--- config.mk ---
export PLATFORM = sky130hd
export DESIGN_NAME = bus_memory_controller
export DESIGN_NICKNAME = d
export VERILOG_FILES = /design/src/verilog/memctl_pkg.sv /design/src/verilog/bus_memory_controller.sv
export SDC_FILE = /design/constraint.sdc
export NUM_CORES = 1
export LEC_CHECK = 0
export CORE_UTILIZATION = 35
export CTS_BUF_LIST = sky130_fd_sc_hd__clkbuf_4 sky130_fd_sc_hd__clkbuf_8 sky130_fd_sc_hd__clkbuf_16
export DETAILED_ROUTE_END_ITERATION = 8
export DONT_BUFFER_PORTS = 1
export PLACE_DENSITY = 0.56
export SETUP_SLACK_MARGIN = 0.2
export SLEW_MARGIN = 20
export SYNTH_ARGS = -nofsm -noshare
export SYNTH_HDL_FRONTEND = slang
export SYNTH_SLANG_ARGS = --single-unit
--- constraint.sdc ---
create_clock -name clk_i -period 13.15 [get_ports clk_i]
set_input_delay 2.63 -clock clk_i [delete_from_list [all_inputs] [get_ports clk_i]]
set_output_delay 2.63 -clock clk_i [all_outputs]
set_load 0.02 [all_outputs]
--- src/verilog/memctl_pkg.sv ---
// Package with register map, field layout and region codes of the bus memory controller
package memctl_pkg;
  // Register byte offsets
  localparam logic [7:0] OFF_REMAP = 8'h00;
  localparam logic [7:0] OFF_ABORT_STATUS = 8'h04;
  localparam logic [7:0] OFF_ABORT_ADDR = 8'h08;
  localparam logic [7:0] OFF_REGION0 = 8'h10;
  localparam logic [7:0] OFF_PERIPH_ACCESS_PERMISSION = 8'h50;
  localparam logic [7:0] OFF_ACCESS_PERMISSION_ENABLE = 8'h54;
  localparam logic [7:0] OFF_BOOT_STATUS = 8'h58;
  localparam int NUM_REGIONS = 16;
  // Abort status field positions
  localparam int POS_UNDEF = 0;
  localparam int POS_MISAL = 1;
  localparam int POS_ACCESS_PERMISSION = 2;
  localparam int POS_SIZE = 8;
  localparam int POS_TYPE = 10;
  localparam int POS_SRC_DMA = 16;
  localparam int POS_SRC_CPU = 17;
  localparam int POS_STICKY_DMA = 24;
  localparam int POS_STICKY_CPU = 25;
  // Region register field positions
  localparam int POS_BASE_LO = 10;
  localparam int POS_BASE_HI = 21;
  localparam int POS_RSIZE = 4;
  // Access sizes and types
  localparam logic [1:0] SZ_BYTE = 2'h0;
  localparam logic [1:0] SZ_HALF = 2'h1;
  localparam logic [1:0] SZ_WORD = 2'h2;
  localparam logic [1:0] TY_READ = 2'h0;
  localparam logic [1:0] TY_WRITE = 2'h1;
  localparam logic [1:0] TY_FETCH = 2'h2;
  // Address map top nibbles
  localparam logic [3:0] NIB_INTERNAL = 4'h0;
  localparam logic [3:0] NIB_CS_LAST = 4'h8;
  localparam logic [3:0] NIB_PERIPH = 4'hF;
  localparam int NUM_AREAS = 11;
  // Internal 1-Mbyte slots (address bits 27:20)
  localparam logic [7:0] SLOT_AREA0 = 8'h00;
  localparam logic [7:0] SLOT_FLASH = 8'h01;
  localparam logic [7:0] SLOT_SRAM = 8'h02;
  localparam logic [7:0] SLOT_ROM = 8'h03;
  // Reset values
  localparam logic [31:0] RST_ZERO = 32'h0000_0000;
  typedef enum logic [2:0] {
    TGT_NONE, TGT_ROM, TGT_FLASH, TGT_SRAM, TGT_EXT, TGT_PERIPH
  } target_t;
endpackage
--- src/verilog/bus_memory_controller.sv ---
// System bus memory controller: arbiter, decoder, remap, alignment, protection, abort status
// How it works
// - Only little-endian ordering; byte lanes pass straight through.
// - DMA master always wins over processor when both request.
// - Top four address bits select one of 11 regions.
// - 0x0000_0000 to 0x0FFF_FFFF is internal memory.
// - Nibbles 1 to 8 drive external chip selects 0 to 7.
// - Nibbles 9 to 14 are undefined and abort.
// - Nibble 15 routes to the peripheral space.
// - Bits 27:20 select 1-Mbyte slots; small memories alias across the slot.
// - Unassigned internal slot aborts.
// - Before remap area 0 maps ROM or flash per boot bit.
// - After remap SRAM also appears at area 0; original address still works.
// - Writing one to remap bit toggles remap; zero does nothing.
// - Abort goes to both masters; only processor reacts.
// - Every abort captures the full 32-bit address.
// - Every abort records size, type, cause and source master.
// - Per-master sticky abort flags since last status read.
// - Protection disabled after reset until enable bit written one.
// - Sixteen regions over internal memory, sizes 1K to 4M.
// - Peripheral space has its own write and user protection.
// - Most restrictive setting wins; internal memory access outside all regions aborts.
// - Misaligned word or half access aborts; instruction fetches exempt.
`timescale 1ns/1ps
module bus_memory_controller #(
  parameter int ADDR_W = 32
) (
  // Clock and reset
  input wire logic clk_i,
  input wire logic rst_i,
  // Wishbone register slave
  input wire logic cyc_i,
  input wire logic stb_i,
  input wire logic we_i,
  input wire logic [7:0] adr_i,
  input wire logic [3:0] sel_i,
  input wire logic [31:0] dat_i,
  output logic [31:0] dat_o,
  output logic ack_o,
  // DMA master request
  input wire logic dma_req_i,
  input wire logic [ADDR_W-1:0] dma_addr_i,
  input wire logic [1:0] dma_size_i,
  input wire logic dma_write_i,
  // Processor master request
  input wire logic cpu_req_i,
  input wire logic [ADDR_W-1:0] cpu_addr_i,
  input wire logic [1:0] cpu_size_i,
  input wire logic [1:0] cpu_type_i,
  input wire logic cpu_priv_i,
  // Boot selection from nonvolatile bit 2
  input wire logic nonvolatile_boot_bit_i,
  // Decoded access result
  output logic dma_grant_o,
  output logic cpu_grant_o,
  output logic abort_o,
  output logic [2:0] target_o,
  output logic [7:0] chip_select_o,
  output logic [ADDR_W-1:0] mem_addr_o
);

  // Register state
  logic remap_q, remap_d;
  logic access_permission_en_q, access_permission_en_d;
  logic [1:0] periph_access_permission_q, periph_access_permission_d;
  logic [31:0] region_q [memctl_pkg::NUM_REGIONS];
  logic [31:0] region_d [memctl_pkg::NUM_REGIONS];
  logic [31:0] abort_addr_q, abort_addr_d;
  logic [17:0] abort_info_q, abort_info_d;
  logic sticky_dma_q, sticky_dma_d;
  logic sticky_cpu_q, sticky_cpu_d;
  logic [31:0] dat_q, dat_d;
  logic ack_q, ack_d;
  // Access outputs
  logic dma_grant_q, dma_grant_d, cpu_grant_q, cpu_grant_d, abort_q, abort_d;
  logic [2:0] target_q, target_d;
  logic [7:0] cs_q, cs_d;
  logic [ADDR_W-1:0] maddr_q, maddr_d;

  // Selected access, DMA first
  logic sel_dma, sel_any;
  logic [31:0] a;
  logic [1:0] sz, ty;
  logic priv;
  assign sel_dma = dma_req_i;
  assign sel_any = dma_req_i | cpu_req_i;
  assign a = sel_dma ? dma_addr_i : cpu_addr_i;
  assign sz = sel_dma ? dma_size_i : cpu_size_i;
  assign ty = sel_dma ? (dma_write_i ? memctl_pkg::TY_WRITE : memctl_pkg::TY_READ) : cpu_type_i;
  assign priv = sel_dma ? 1'b1 : cpu_priv_i; // DMA is treated as privileged

  // Region hits: base compare above the region size; size code 0 = 1K up to 12 = 4M
  logic [memctl_pkg::NUM_REGIONS-1:0] hit;
  logic [1:0] hit_access_permission [memctl_pkg::NUM_REGIONS];
  genvar g;
  generate
    for (g = 0; g < memctl_pkg::NUM_REGIONS; g++) begin : g_region
      logic [3:0] rsz;
      logic [21:0] mask;
      assign rsz = region_q[g][memctl_pkg::POS_RSIZE +: 4];
      // Low size bits ignored; code 12 shifts out to zero so the whole 4M matches
      assign mask = ~((22'h00_0400 << rsz) - 22'h00_0001);
      assign hit[g] = (a[27:22] == 6'h00) &&
        (((a[21:0] ^ {region_q[g][21:10], 10'h000}) & mask) == 22'h00_0000) && (rsz <= 4'hC);
      assign hit_access_permission[g] = region_q[g][1:0];
    end
  endgenerate

  // Permission check for a two-bit protection code
  function automatic logic allowed(input logic [1:0] p, input logic pv, input logic wr);
    logic r;
    r = 1'b0;
    case (p)
      2'h1: r = pv;
      2'h2: r = pv | ~wr;
      2'h3: r = 1'b1;
      default: r = 1'b0;
    endcase
    return r;
  endfunction

  // Decode, alignment and protection
  logic undef, misal, pviol, wr;
  memctl_pkg::target_t tgt;
  logic [7:0] cs;
  logic [31:0] maddr;
  always_comb begin
    wr = (ty == memctl_pkg::TY_WRITE);
    undef = 1'b0;
    tgt = memctl_pkg::TGT_NONE;
    cs = 8'h00;
    maddr = a;
    if (a[31:28] == memctl_pkg::NIB_INTERNAL) begin
      if (a[27:20] == memctl_pkg::SLOT_AREA0) begin
        if (remap_q) tgt = memctl_pkg::TGT_SRAM;
        else if (nonvolatile_boot_bit_i) tgt = memctl_pkg::TGT_FLASH;
        else tgt = memctl_pkg::TGT_ROM;
      end else if (a[27:20] == memctl_pkg::SLOT_FLASH) tgt = memctl_pkg::TGT_FLASH;
      else if (a[27:20] == memctl_pkg::SLOT_SRAM) tgt = memctl_pkg::TGT_SRAM;
      else if (a[27:20] == memctl_pkg::SLOT_ROM) tgt = memctl_pkg::TGT_ROM;
      else undef = 1'b1;
      maddr = {12'h000, a[19:0]};
    end else if (a[31:28] <= memctl_pkg::NIB_CS_LAST) begin
      tgt = memctl_pkg::TGT_EXT;
      cs = 8'h01 << (a[31:28] - 4'h1);
    end else if (a[31:28] == memctl_pkg::NIB_PERIPH) begin
      tgt = memctl_pkg::TGT_PERIPH;
    end else begin
      undef = 1'b1;
    end
    // Fetches from the processor skip the alignment check
    misal = (ty != memctl_pkg::TY_FETCH) &&
      (((sz == memctl_pkg::SZ_WORD) && (a[1:0] != 2'h0)) ||
       ((sz == memctl_pkg::SZ_HALF) && a[0]));
    pviol = 1'b0;
    if (access_permission_en_q && !undef) begin
      if (tgt == memctl_pkg::TGT_PERIPH) begin
        pviol = !allowed(periph_access_permission_q, priv, wr);
      end else if (a[31:28] == memctl_pkg::NIB_INTERNAL) begin
        pviol = (hit == '0);
        for (int i = 0; i < memctl_pkg::NUM_REGIONS; i++) begin
          if (hit[i] && !allowed(hit_access_permission[i], priv, wr)) pviol = 1'b1;
        end
      end
    end
  end

  // Access outputs: grant, target and abort broadcast
  always_comb begin
    dma_grant_d = sel_dma;
    cpu_grant_d = cpu_req_i & ~dma_req_i;
    abort_d = sel_any & (undef | misal | pviol);
    target_d = (sel_any && !abort_d) ? 3'(tgt) : 3'(memctl_pkg::TGT_NONE);
    // No select without a live request, so a stale address cannot strobe a device
    cs_d = (sel_any && !abort_d) ? cs : 8'h00;
    maddr_d = maddr;
  end

  always_ff @(posedge clk_i) begin
    if (rst_i) begin
      dma_grant_q <= 1'b0;
      cpu_grant_q <= 1'b0;
      abort_q <= 1'b0;
      target_q <= 3'h0;
      cs_q <= 8'h00;
      maddr_q <= '0;
    end else begin
      dma_grant_q <= dma_grant_d;
      cpu_grant_q <= cpu_grant_d;
      abort_q <= abort_d;
      target_q <= target_d;
      cs_q <= cs_d;
      maddr_q <= maddr_d;
    end
  end

  // Register slave and abort capture
  logic wr_acc, rd_acc;
  logic [31:0] wdat;
  assign wr_acc = cyc_i & stb_i & we_i & ~ack_q;
  assign rd_acc = cyc_i & stb_i & ~we_i & ~ack_q;
  always_comb begin
    for (int b = 0; b < 4; b++) wdat[b*8 +: 8] = sel_i[b] ? dat_i[b*8 +: 8] : 8'h00;
    remap_d = remap_q;
    access_permission_en_d = access_permission_en_q;
    periph_access_permission_d = periph_access_permission_q;
    region_d = region_q;
    abort_addr_d = abort_addr_q;
    abort_info_d = abort_info_q;
    sticky_dma_d = sticky_dma_q;
    sticky_cpu_d = sticky_cpu_q;
    ack_d = cyc_i & stb_i & ~ack_q;
    dat_d = 32'h0000_0000;
    if (wr_acc) begin
      if (adr_i == memctl_pkg::OFF_REMAP) begin
        if (wdat[0]) remap_d = ~remap_q;
      end else if (adr_i == memctl_pkg::OFF_PERIPH_ACCESS_PERMISSION) begin
        periph_access_permission_d = wdat[1:0];
      end else if (adr_i == memctl_pkg::OFF_ACCESS_PERMISSION_ENABLE) begin
        access_permission_en_d = wdat[0];
      end else if (adr_i >= memctl_pkg::OFF_REGION0 && adr_i < memctl_pkg::OFF_PERIPH_ACCESS_PERMISSION &&
                   adr_i[1:0] == 2'h0) begin
        region_d[adr_i[5:2] - 4'h4] = wdat & 32'h003F_FCF3;
      end
    end
    if (rd_acc) begin
      if (adr_i == memctl_pkg::OFF_ABORT_STATUS) begin
        dat_d = {6'h00, sticky_cpu_q, sticky_dma_q, 6'h00, abort_info_q[17:16],
                 4'h0, abort_info_q[11:8], 5'h00, abort_info_q[2:0]};
        sticky_dma_d = 1'b0;
        sticky_cpu_d = 1'b0;
      end else if (adr_i == memctl_pkg::OFF_ABORT_ADDR) begin
        dat_d = abort_addr_q;
      end else if (adr_i == memctl_pkg::OFF_PERIPH_ACCESS_PERMISSION) begin
        dat_d = {30'h0, periph_access_permission_q};
      end else if (adr_i == memctl_pkg::OFF_ACCESS_PERMISSION_ENABLE) begin
        dat_d = {31'h0, access_permission_en_q};
      end else if (adr_i == memctl_pkg::OFF_BOOT_STATUS) begin
        dat_d = {30'h0, nonvolatile_boot_bit_i, remap_q};
      end else if (adr_i >= memctl_pkg::OFF_REGION0 && adr_i < memctl_pkg::OFF_PERIPH_ACCESS_PERMISSION) begin
        dat_d = region_q[adr_i[5:2] - 4'h4];
      end
    end
    // Abort capture: a new abort sets sticky flags even during a status read
    if (abort_d) begin
      abort_addr_d = a;
      abort_info_d = 18'h0;
      abort_info_d[memctl_pkg::POS_UNDEF] = undef;
      abort_info_d[memctl_pkg::POS_MISAL] = misal & ~undef;
      abort_info_d[memctl_pkg::POS_ACCESS_PERMISSION] = pviol & ~undef & ~misal;
      abort_info_d[9:8] = sz;
      abort_info_d[11:10] = ty;
      abort_info_d[memctl_pkg::POS_SRC_DMA] = sel_dma;
      abort_info_d[memctl_pkg::POS_SRC_CPU] = ~sel_dma;
      if (sel_dma) sticky_dma_d = 1'b1;
      else sticky_cpu_d = 1'b1;
    end
  end

  always_ff @(posedge clk_i) begin
    if (rst_i) begin
      remap_q <= 1'b0;
      access_permission_en_q <= 1'b0;
      periph_access_permission_q <= 2'h0;
      for (int i = 0; i < memctl_pkg::NUM_REGIONS; i++) region_q[i] <= memctl_pkg::RST_ZERO;
      abort_addr_q <= memctl_pkg::RST_ZERO;
      abort_info_q <= 18'h0;
      sticky_dma_q <= 1'b0;
      sticky_cpu_q <= 1'b0;
      dat_q <= memctl_pkg::RST_ZERO;
      ack_q <= 1'b0;
    end else begin
      remap_q <= remap_d;
      access_permission_en_q <= access_permission_en_d;
      periph_access_permission_q <= periph_access_permission_d;
      region_q <= region_d;
      abort_addr_q <= abort_addr_d;
      abort_info_q <= abort_info_d;
      sticky_dma_q <= sticky_dma_d;
      sticky_cpu_q <= sticky_cpu_d;
      dat_q <= dat_d;
      ack_q <= ack_d;
    end
  end

  assign dat_o = dat_q;
  assign ack_o = ack_q;
  assign dma_grant_o = dma_grant_q;
  assign cpu_grant_o = cpu_grant_q;
  assign abort_o = abort_q;
  assign target_o = target_q;
  assign chip_select_o = cs_q;
  assign mem_addr_o = maddr_q;
endmodule // bus_memory_controller

; Word level (Yosys, flattened, before mapping)
; Cells that the tools add are included.
[word_totals]
inputBits = 124
out_inout_bits = 79
reg_bits = 638
[op_classes]
shifts = 17
n_mux = 130
order_cmp = 21
reduce_logical = 108
n_eq_ne = 65
add_sub_neg = 18
n_bitwise = 77
[ops]
columns = cell, count
row1 = bitwise mux 512 bit, 1
row2 = AND 22 bit, 16
row3 = zero test 22 bit, 16
row4 = inverter 22 bit, 16
row5 = << shifter 11 x 4 -> 22 bit (first input constant), 16
row6 = subtractor 22 x 1 -> 22 bit (second input constant), 16
row7 = XOR 22 bit, 16
row8 = 2-to-1 mux 32 bit, 9
row9 = binary-select mux 32 bit (select 4 bit), 1
row10 = demux 32 bit (select 4 bit), 1
row11 = 2-to-1 mux 1 bit, 87
row12 = == test 2 bit (second input constant), 35
row13 = <= comparator 4 bit (second input constant), 17
row14 = logical AND 1 bit, 56
row15 = one-hot mux 1 bit (3 select lines), 17
row16 = == test 2 x 1 -> 1 bit (second input constant), 19
row17 = 2-to-1 mux 26 bit, 1
row18 = == test 8 x 7 -> 1 bit (second input constant), 3
row19 = zero test 1 bit, 19
row20 = == test 8 x 2 -> 1 bit (second input constant), 2
row21 = zero test 16 bit, 1
row22 = zero test 8 bit, 2
row23 = 2-to-1 mux 8 bit, 2
row24 = inverter 1 bit, 13
row25 = other kinds (30), 54

; Logic depth before layout (Yosys ltp)
[logic_depth]
ltp_word = 37
depth_mapped = 17
depth_no_buf = 13

; Worst setup path after synthesis
; OpenSTA, ideal clock, no wires.
[synth_timing]
path_kind = input to register
startpoint = input adr_i[4]
endpoint = register region_q[492] in the netlist's numbering
setup_time_ns = 0.070
t_required_ns = 13.080
path_stages = 14
arrival_ns = 6.095
path_slack_ns = 6.984
path_buffers = 4
cell_sequence = clkbuf_1 -> clkbuf_1 -> inv_1 -> ha_1 -> a21boi_0 -> nor2_1 -> o21ai_0 -> nor4b_1 -> clkbuf_1 -> nand2_1 -> nor3_1 -> clkbuf_1 -> nand2_1 -> a21oi_1
[synth_via]
elab_chain_cells = 7
[synth_rtl]
columns = item, line
row1 = start: declaration, bus_memory_controller.sv:35  ; input wire logic [7:0] adr_i,
row2 = subtractor 4 x 3 -> 4 bit, bus_memory_controller.sv:223  ; region_d[adr_i[5:2] - 4'h4] = wdat & 32'h003F_FCF3;
row3 = inverter 4 -> 5 bit (not written as such), bus_memory_controller.sv:223
row4 = >= comparator 5 bit (not written as such) or less-than comparator 5 x 1 -> 1 bit (tied branches), bus_memory_controller.sv:223
row5 = logical AND 1 bit (not written as such), bus_memory_controller.sv:223
row6 = 2-to-1 mux 32 bit (not written as such), bus_memory_controller.sv:223
row7 = demux 32 bit (select 4 bit), bus_memory_controller.sv:223
row8 = bitwise mux 512 bit, bus_memory_controller.sv:223
row9 = end signal: assignment, bus_memory_controller.sv:276  ; region_q <= region_d;
row10 = end: declaration, bus_memory_controller.sv:66  ; logic [31:0] region_q [memctl_pkg::NUM_REGIONS];
; Parallel ways exist; a longest one is shown, timed or not.
; A chain may end at the register's enable or synchronous reset.

; Worst setup path in the final report
[layout_timing]
startpoint = input dma_req_i
endpoint = register abort_addr_q[2]
[layout_via]
elab_chain_cells = 31
[layout_rtl]
columns = item, line
row1 = start: declaration, bus_memory_controller.sv:41  ; input wire logic dma_req_i,
row2 = 2-to-1 mux 2 bit, bus_memory_controller.sv:89  ; assign ty = sel_dma ? (dma_write_i ? memctl_pkg::TY_WRITE : memctl_pkg::TY_READ) : cpu_type_i;
row3 = == test 2 x 1 -> 1 bit, bus_memory_controller.sv:128  ; wr = (ty == memctl_pkg::TY_WRITE);
row4 = inverter 1 bit, bus_memory_controller.sv:115  ; 2'h2: r = pv | ~wr;
row5 = bitwise OR 1 bit, bus_memory_controller.sv:115
row6 = one-hot mux 1 bit (3 select lines), bus_memory_controller.sv:113  ; case (p)
row7 = 2-to-1 mux 1 bit, bus_memory_controller.sv:159  ; end else if (a[31:28] == memctl_pkg::NIB_INTERNAL) begin
row8 = 2-to-1 mux 1 bit, bus_memory_controller.sv:157  ; if (tgt == memctl_pkg::TGT_PERIPH) begin
row9 = 2-to-1 mux 1 bit, bus_memory_controller.sv:156  ; if (access_permission_en_q && !undef) begin
row10 = zero test 1 bit, bus_memory_controller.sv:162  ; if (hit[i] && !allowed(hit_access_permission[i], priv, wr)) pviol = 1'b1;
row11 = logical AND 1 bit, bus_memory_controller.sv:162
row12 = 2-to-1 mux 1 bit (16 in a row), bus_memory_controller.sv:162
row13 = 2-to-1 mux 1 bit, bus_memory_controller.sv:159
row14 = 2-to-1 mux 1 bit, bus_memory_controller.sv:157
row15 = 2-to-1 mux 1 bit, bus_memory_controller.sv:156
row16 = bitwise OR 1 bit, bus_memory_controller.sv:172  ; abort_d = sel_any & (undef | misal | pviol);
row17 = AND 1 bit, bus_memory_controller.sv:172
row18 = end signal: assignment, bus_memory_controller.sv:266  ; abort_addr_q <= memctl_pkg::RST_ZERO;
row19 = end signal: assignment, bus_memory_controller.sv:277  ; abort_addr_q <= abort_addr_d;
row20 = end: declaration, bus_memory_controller.sv:68  ; logic [31:0] abort_addr_q, abort_addr_d;
; Parallel ways exist; a longest one is shown, timed or not. The select of a mux whose other input is x is not followed.

==> metrics.md <==
| Metric | Value |
|---|---|
| Met2 wire length | `39.50 mm` |
| # resized after CTS | `0` |
| Initial core utilization | `35.39%` |
| Final Cycle Share | `49.75%` |
| Cell taking the most area after synthesis | `dfxtp_1` |
| CP max stage delay | `0.91 ns` |
| Initial antenna violation count | `5` |
| Dpl hpwl | `59.20 mm` |
| Hold Slack | `0.4421 ns` |
| Vias per Instance | `5.886` |
| Critical Path RT | `13.62 ns` |
| Net Count, Synth | `3014` |
| DR iter-0 viols | `2245` |
| Top cells by area, synth | `dfxtp_1, nand2_1, mux4_2` |
| Crit-path max FO | `51` |
| Port Buf Inserts | `0` |
| Total power | `0.002896 W` |
| Syn Std Cell Area | `23310 µm²` |
| Core ar. | `65860 µm²` |
| CP Launch Type | `input port` |
| CP arrival | `7.01 ns` |
| Antenna cells | `0` |
| Aggregate routed wire length | `87.37 mm` |
| Root buffer cell | `clkbuf_16` |
| Number of remaining DRC errors | `0` |
| RSZ-0062 raised after global routing | `false` |
| Final setup fails | `0` |
| Drt wl/cell | `24.36 µm` |
| Hold crit path type | `flip-flop to flip-flop` |
| Crit path kind | `input port to flip-flop` |
| CP Cell Sequence | `nor3_1 > nand2_1 > buf_4 > nand2_1 > nand4_1 > nor4_1 > a21oi_1 > nand3_1 > o211ai_4 > a21oi_4 > mux2_2` |
| H-tree Lvls | `2` |
| Violated checks | `slew limit` |
| Top cell type's share of synthesized area | `35.55%` |
| Flop pwr share | `44.9%` |
| Yosys cell types | `82` |
| Slew @ Worst Pin | `1.540 ns` |
| Clock Power Share | `46.9%` |
| Clock Latency Late Sink | `0.59 ns` |
| Max-cap violations | `0` |
| GP Congestion | `0.9413` |
| DIE WIDTH | `260.1 µm` |
| Max_slew headroom | `-2.686%` |
| Crit path capture type | `flip-flop` |
| GR Overflow Total | `0` |
| Max Slew Vio Count | `38` |
| Net count, final | `2832` |
| CTS Buf Count | `47` |
| M1 wire length | `36.17 mm` |
| PD cells | `114.6 nW/µm²` |
| GRT Util Overall | `25.09%` |
| TritonRoute pass-1 iters | `8` |
| Cells after Synth | `2869` |
| EDFF count, synth | `0` |
| Critical path's slowest cell | `nor4_1` |
| Switching Fraction | `25.09%` |
| Hold Buf Count CTS | `0` |
| Dpl cells | `3501` |
| Antenna Nets Post-Route | `0` |
| Vias | `21113` |
| Max VDD drop | `0.07734 mV` |
| Skew final | `0.01922 ns` |
| Clock Sinks | `414` |
| Static Leak | `8.159 nW` |
| Sequential area share after synthesis | `35.55%` |
| Clock transition at path regs | `0.06 ns` |
| Warnings from Yosys | `0` |
| Met3 Wirelength | `8.448 mm` |
| First-pass GRT wire length | `127.2 mm` |
| Utilization after layout | `38.36%` |
| Syn avg cell area | `8.125 µm²` |
| Maximum buffer depth of the clock tree | `3` |
| Post-synth top cells | `nand2_1, dfxtp_1, a21oi_1` |
| DIE AREA | `67640 µm²` |
| Post-CTS Setup Inserts | `0` |
| Combinational share of power | `8.2%` |
| Most common cell in the netlist | `nand2_1` |
| Io pins | `203` |
| Layout cells sized above 1 | `9.842%` |
| Uppermost layer routed | `met5` |
| Tmin final | `6.542 ns` |
| TritonCTS clock tree | `yes` |
| Area Growth Syn to Fin | `8.395%` |
| Psw | `0.0007265 W` |
| Most used cell, CP | `nand2_1` |
| Primary FF master, synth | `dfxtp_1` |
| Post-synthesis register bit count | `414` |
| Die H | `260.1 µm` |
| Number of core rows | `94` |
| Fin Setup TNS | `0 ns` |
| Asr flop ratio synth | `0%` |
| Final Hold Viols | `0` |
| Vias in the first global route | `19496` |
| Fmax | `0.1529 GHz` |
| Internal | `0.002169 W` |
| Largest net degree at the start of global routing | `362` |
| Outcome | `complete, but fails checks` |
| Finished Layout Cells | `3587` |
-- through the flow --
step / setup WS (ns) / instance area, µm²
2_1_floorplan: 6.984 / 23310
5_1_grt: 6.496 / 25270
3_3_place_gp: 6.081 / 23640
4_1_cts: 6.681 / 25230
3_5_place_dp: 6.052 / 23660
6_report: 6.608 / 25270
-- critical path, delay by kind of cell --
kind            cells  cell delay, ns
simple gates        6            2.30
buf+inv             1            0.26
compound gates      3            1.21
mux                 1            0.41
-- cell type report --
class	count	area (µm²)
Clock buffer	66	1363
Clock inverter	19	209.0
Fill cell	6644	40600
Inverter	29	108.9
Multi-Input combinational cell	2163	13970
Sequential cell	414	8288
Tap cell	864	1081
Timing Repair Buffer	32	247.7
-- cells in the final DEF, fill, tap and decap left out, types with 17 or more instances in the layout --
master       n
mux2i_1     32
mux4_2      90
nand3_1     36
nor2_1     154
clkbuf_16   47
and2_1      33
o21ai_0     71
o211ai_1    23
a22oi_1     22
nor3_1      51
a211oi_1    28
ha_1        21
dfxtp_1    414
nand3b_1    19
buf_4       31
nor2b_1     32
nor4b_1     24
a21oi_1    363
xnor2_1    147
inv_1       29
nand2_1    675
mux2_1      19
xor2_1      47
nand4_1     17
nor4_1      24
-- path summary, 6_finish.rpt --
path	depth (start not counted)	start	slack (ns)	to
max	11	dma_req_i	6.61	abort_addr_q[2]
min	1	abort_addr_q[3]	0.44	dat_o[3]
max reg2reg	13	g_region[0].rsz[2]	8.35	abort_addr_q[2]
min reg2reg	1	abort_addr_q[3]	0.44	dat_o[3]
-- flip-flops by register name (all words and copies together) (netlist names) --
signal                      flops
chip_select_o                   8
abort_o                         1
target_o                        3
abort_info_q                    9
hit_access_permission          32
dma_grant_o                     1
access_permission_en_q          1
sticky_cpu_q                    1
mem_addr_o                     32
g_region.rsz                   64
dat_o                          32
periph_access_permission_q      2
cpu_grant_o                     1
abort_addr_q                   32
region_q                      192
ack_o                           1
sticky_dma_q                    1
remap_q                         1
-- layer usage --
metal / vias to the layer above / track usage, %
li1: 9617 / -
met1: 10227 / 33.52
met2: 1091 / 39.88
met3: 172 / 5.166
met4: 6 / 8.951
met5: - / 0
-- cells by family (layout without fill, tap and decap cells) --
kind of cell	Yosys count	after routing	synth area share, %
AND/OR/NAND/NOR	1142	1142	21.81
buffers and inverters	292	146	5.196
XOR/XNOR	194	194	7.289
adder cells (fa/ha/maj)	21	21	1.127
AO/OA/AOI/OAI	644	644	16.84
multiplexers	162	162	12.18
flip-flops	414	414	35.55
-- power groups by stage --
stage | clock (W) | combinational (W) | sequential, W
detailed placement | 0 | 0.000234 | 0.00133
floorplan | 0 | 0.000196 | 0.00132
global placement | 0 | 0.000232 | 0.00133
finish | 0.00136 | 0.000239 | 0.00130
CTS | 0.00138 | 0.000235 | 0.00130
global route | 0.00143 | 0.000251 | 0.00130
No activity file was read; power rests on OpenSTA's default activity.
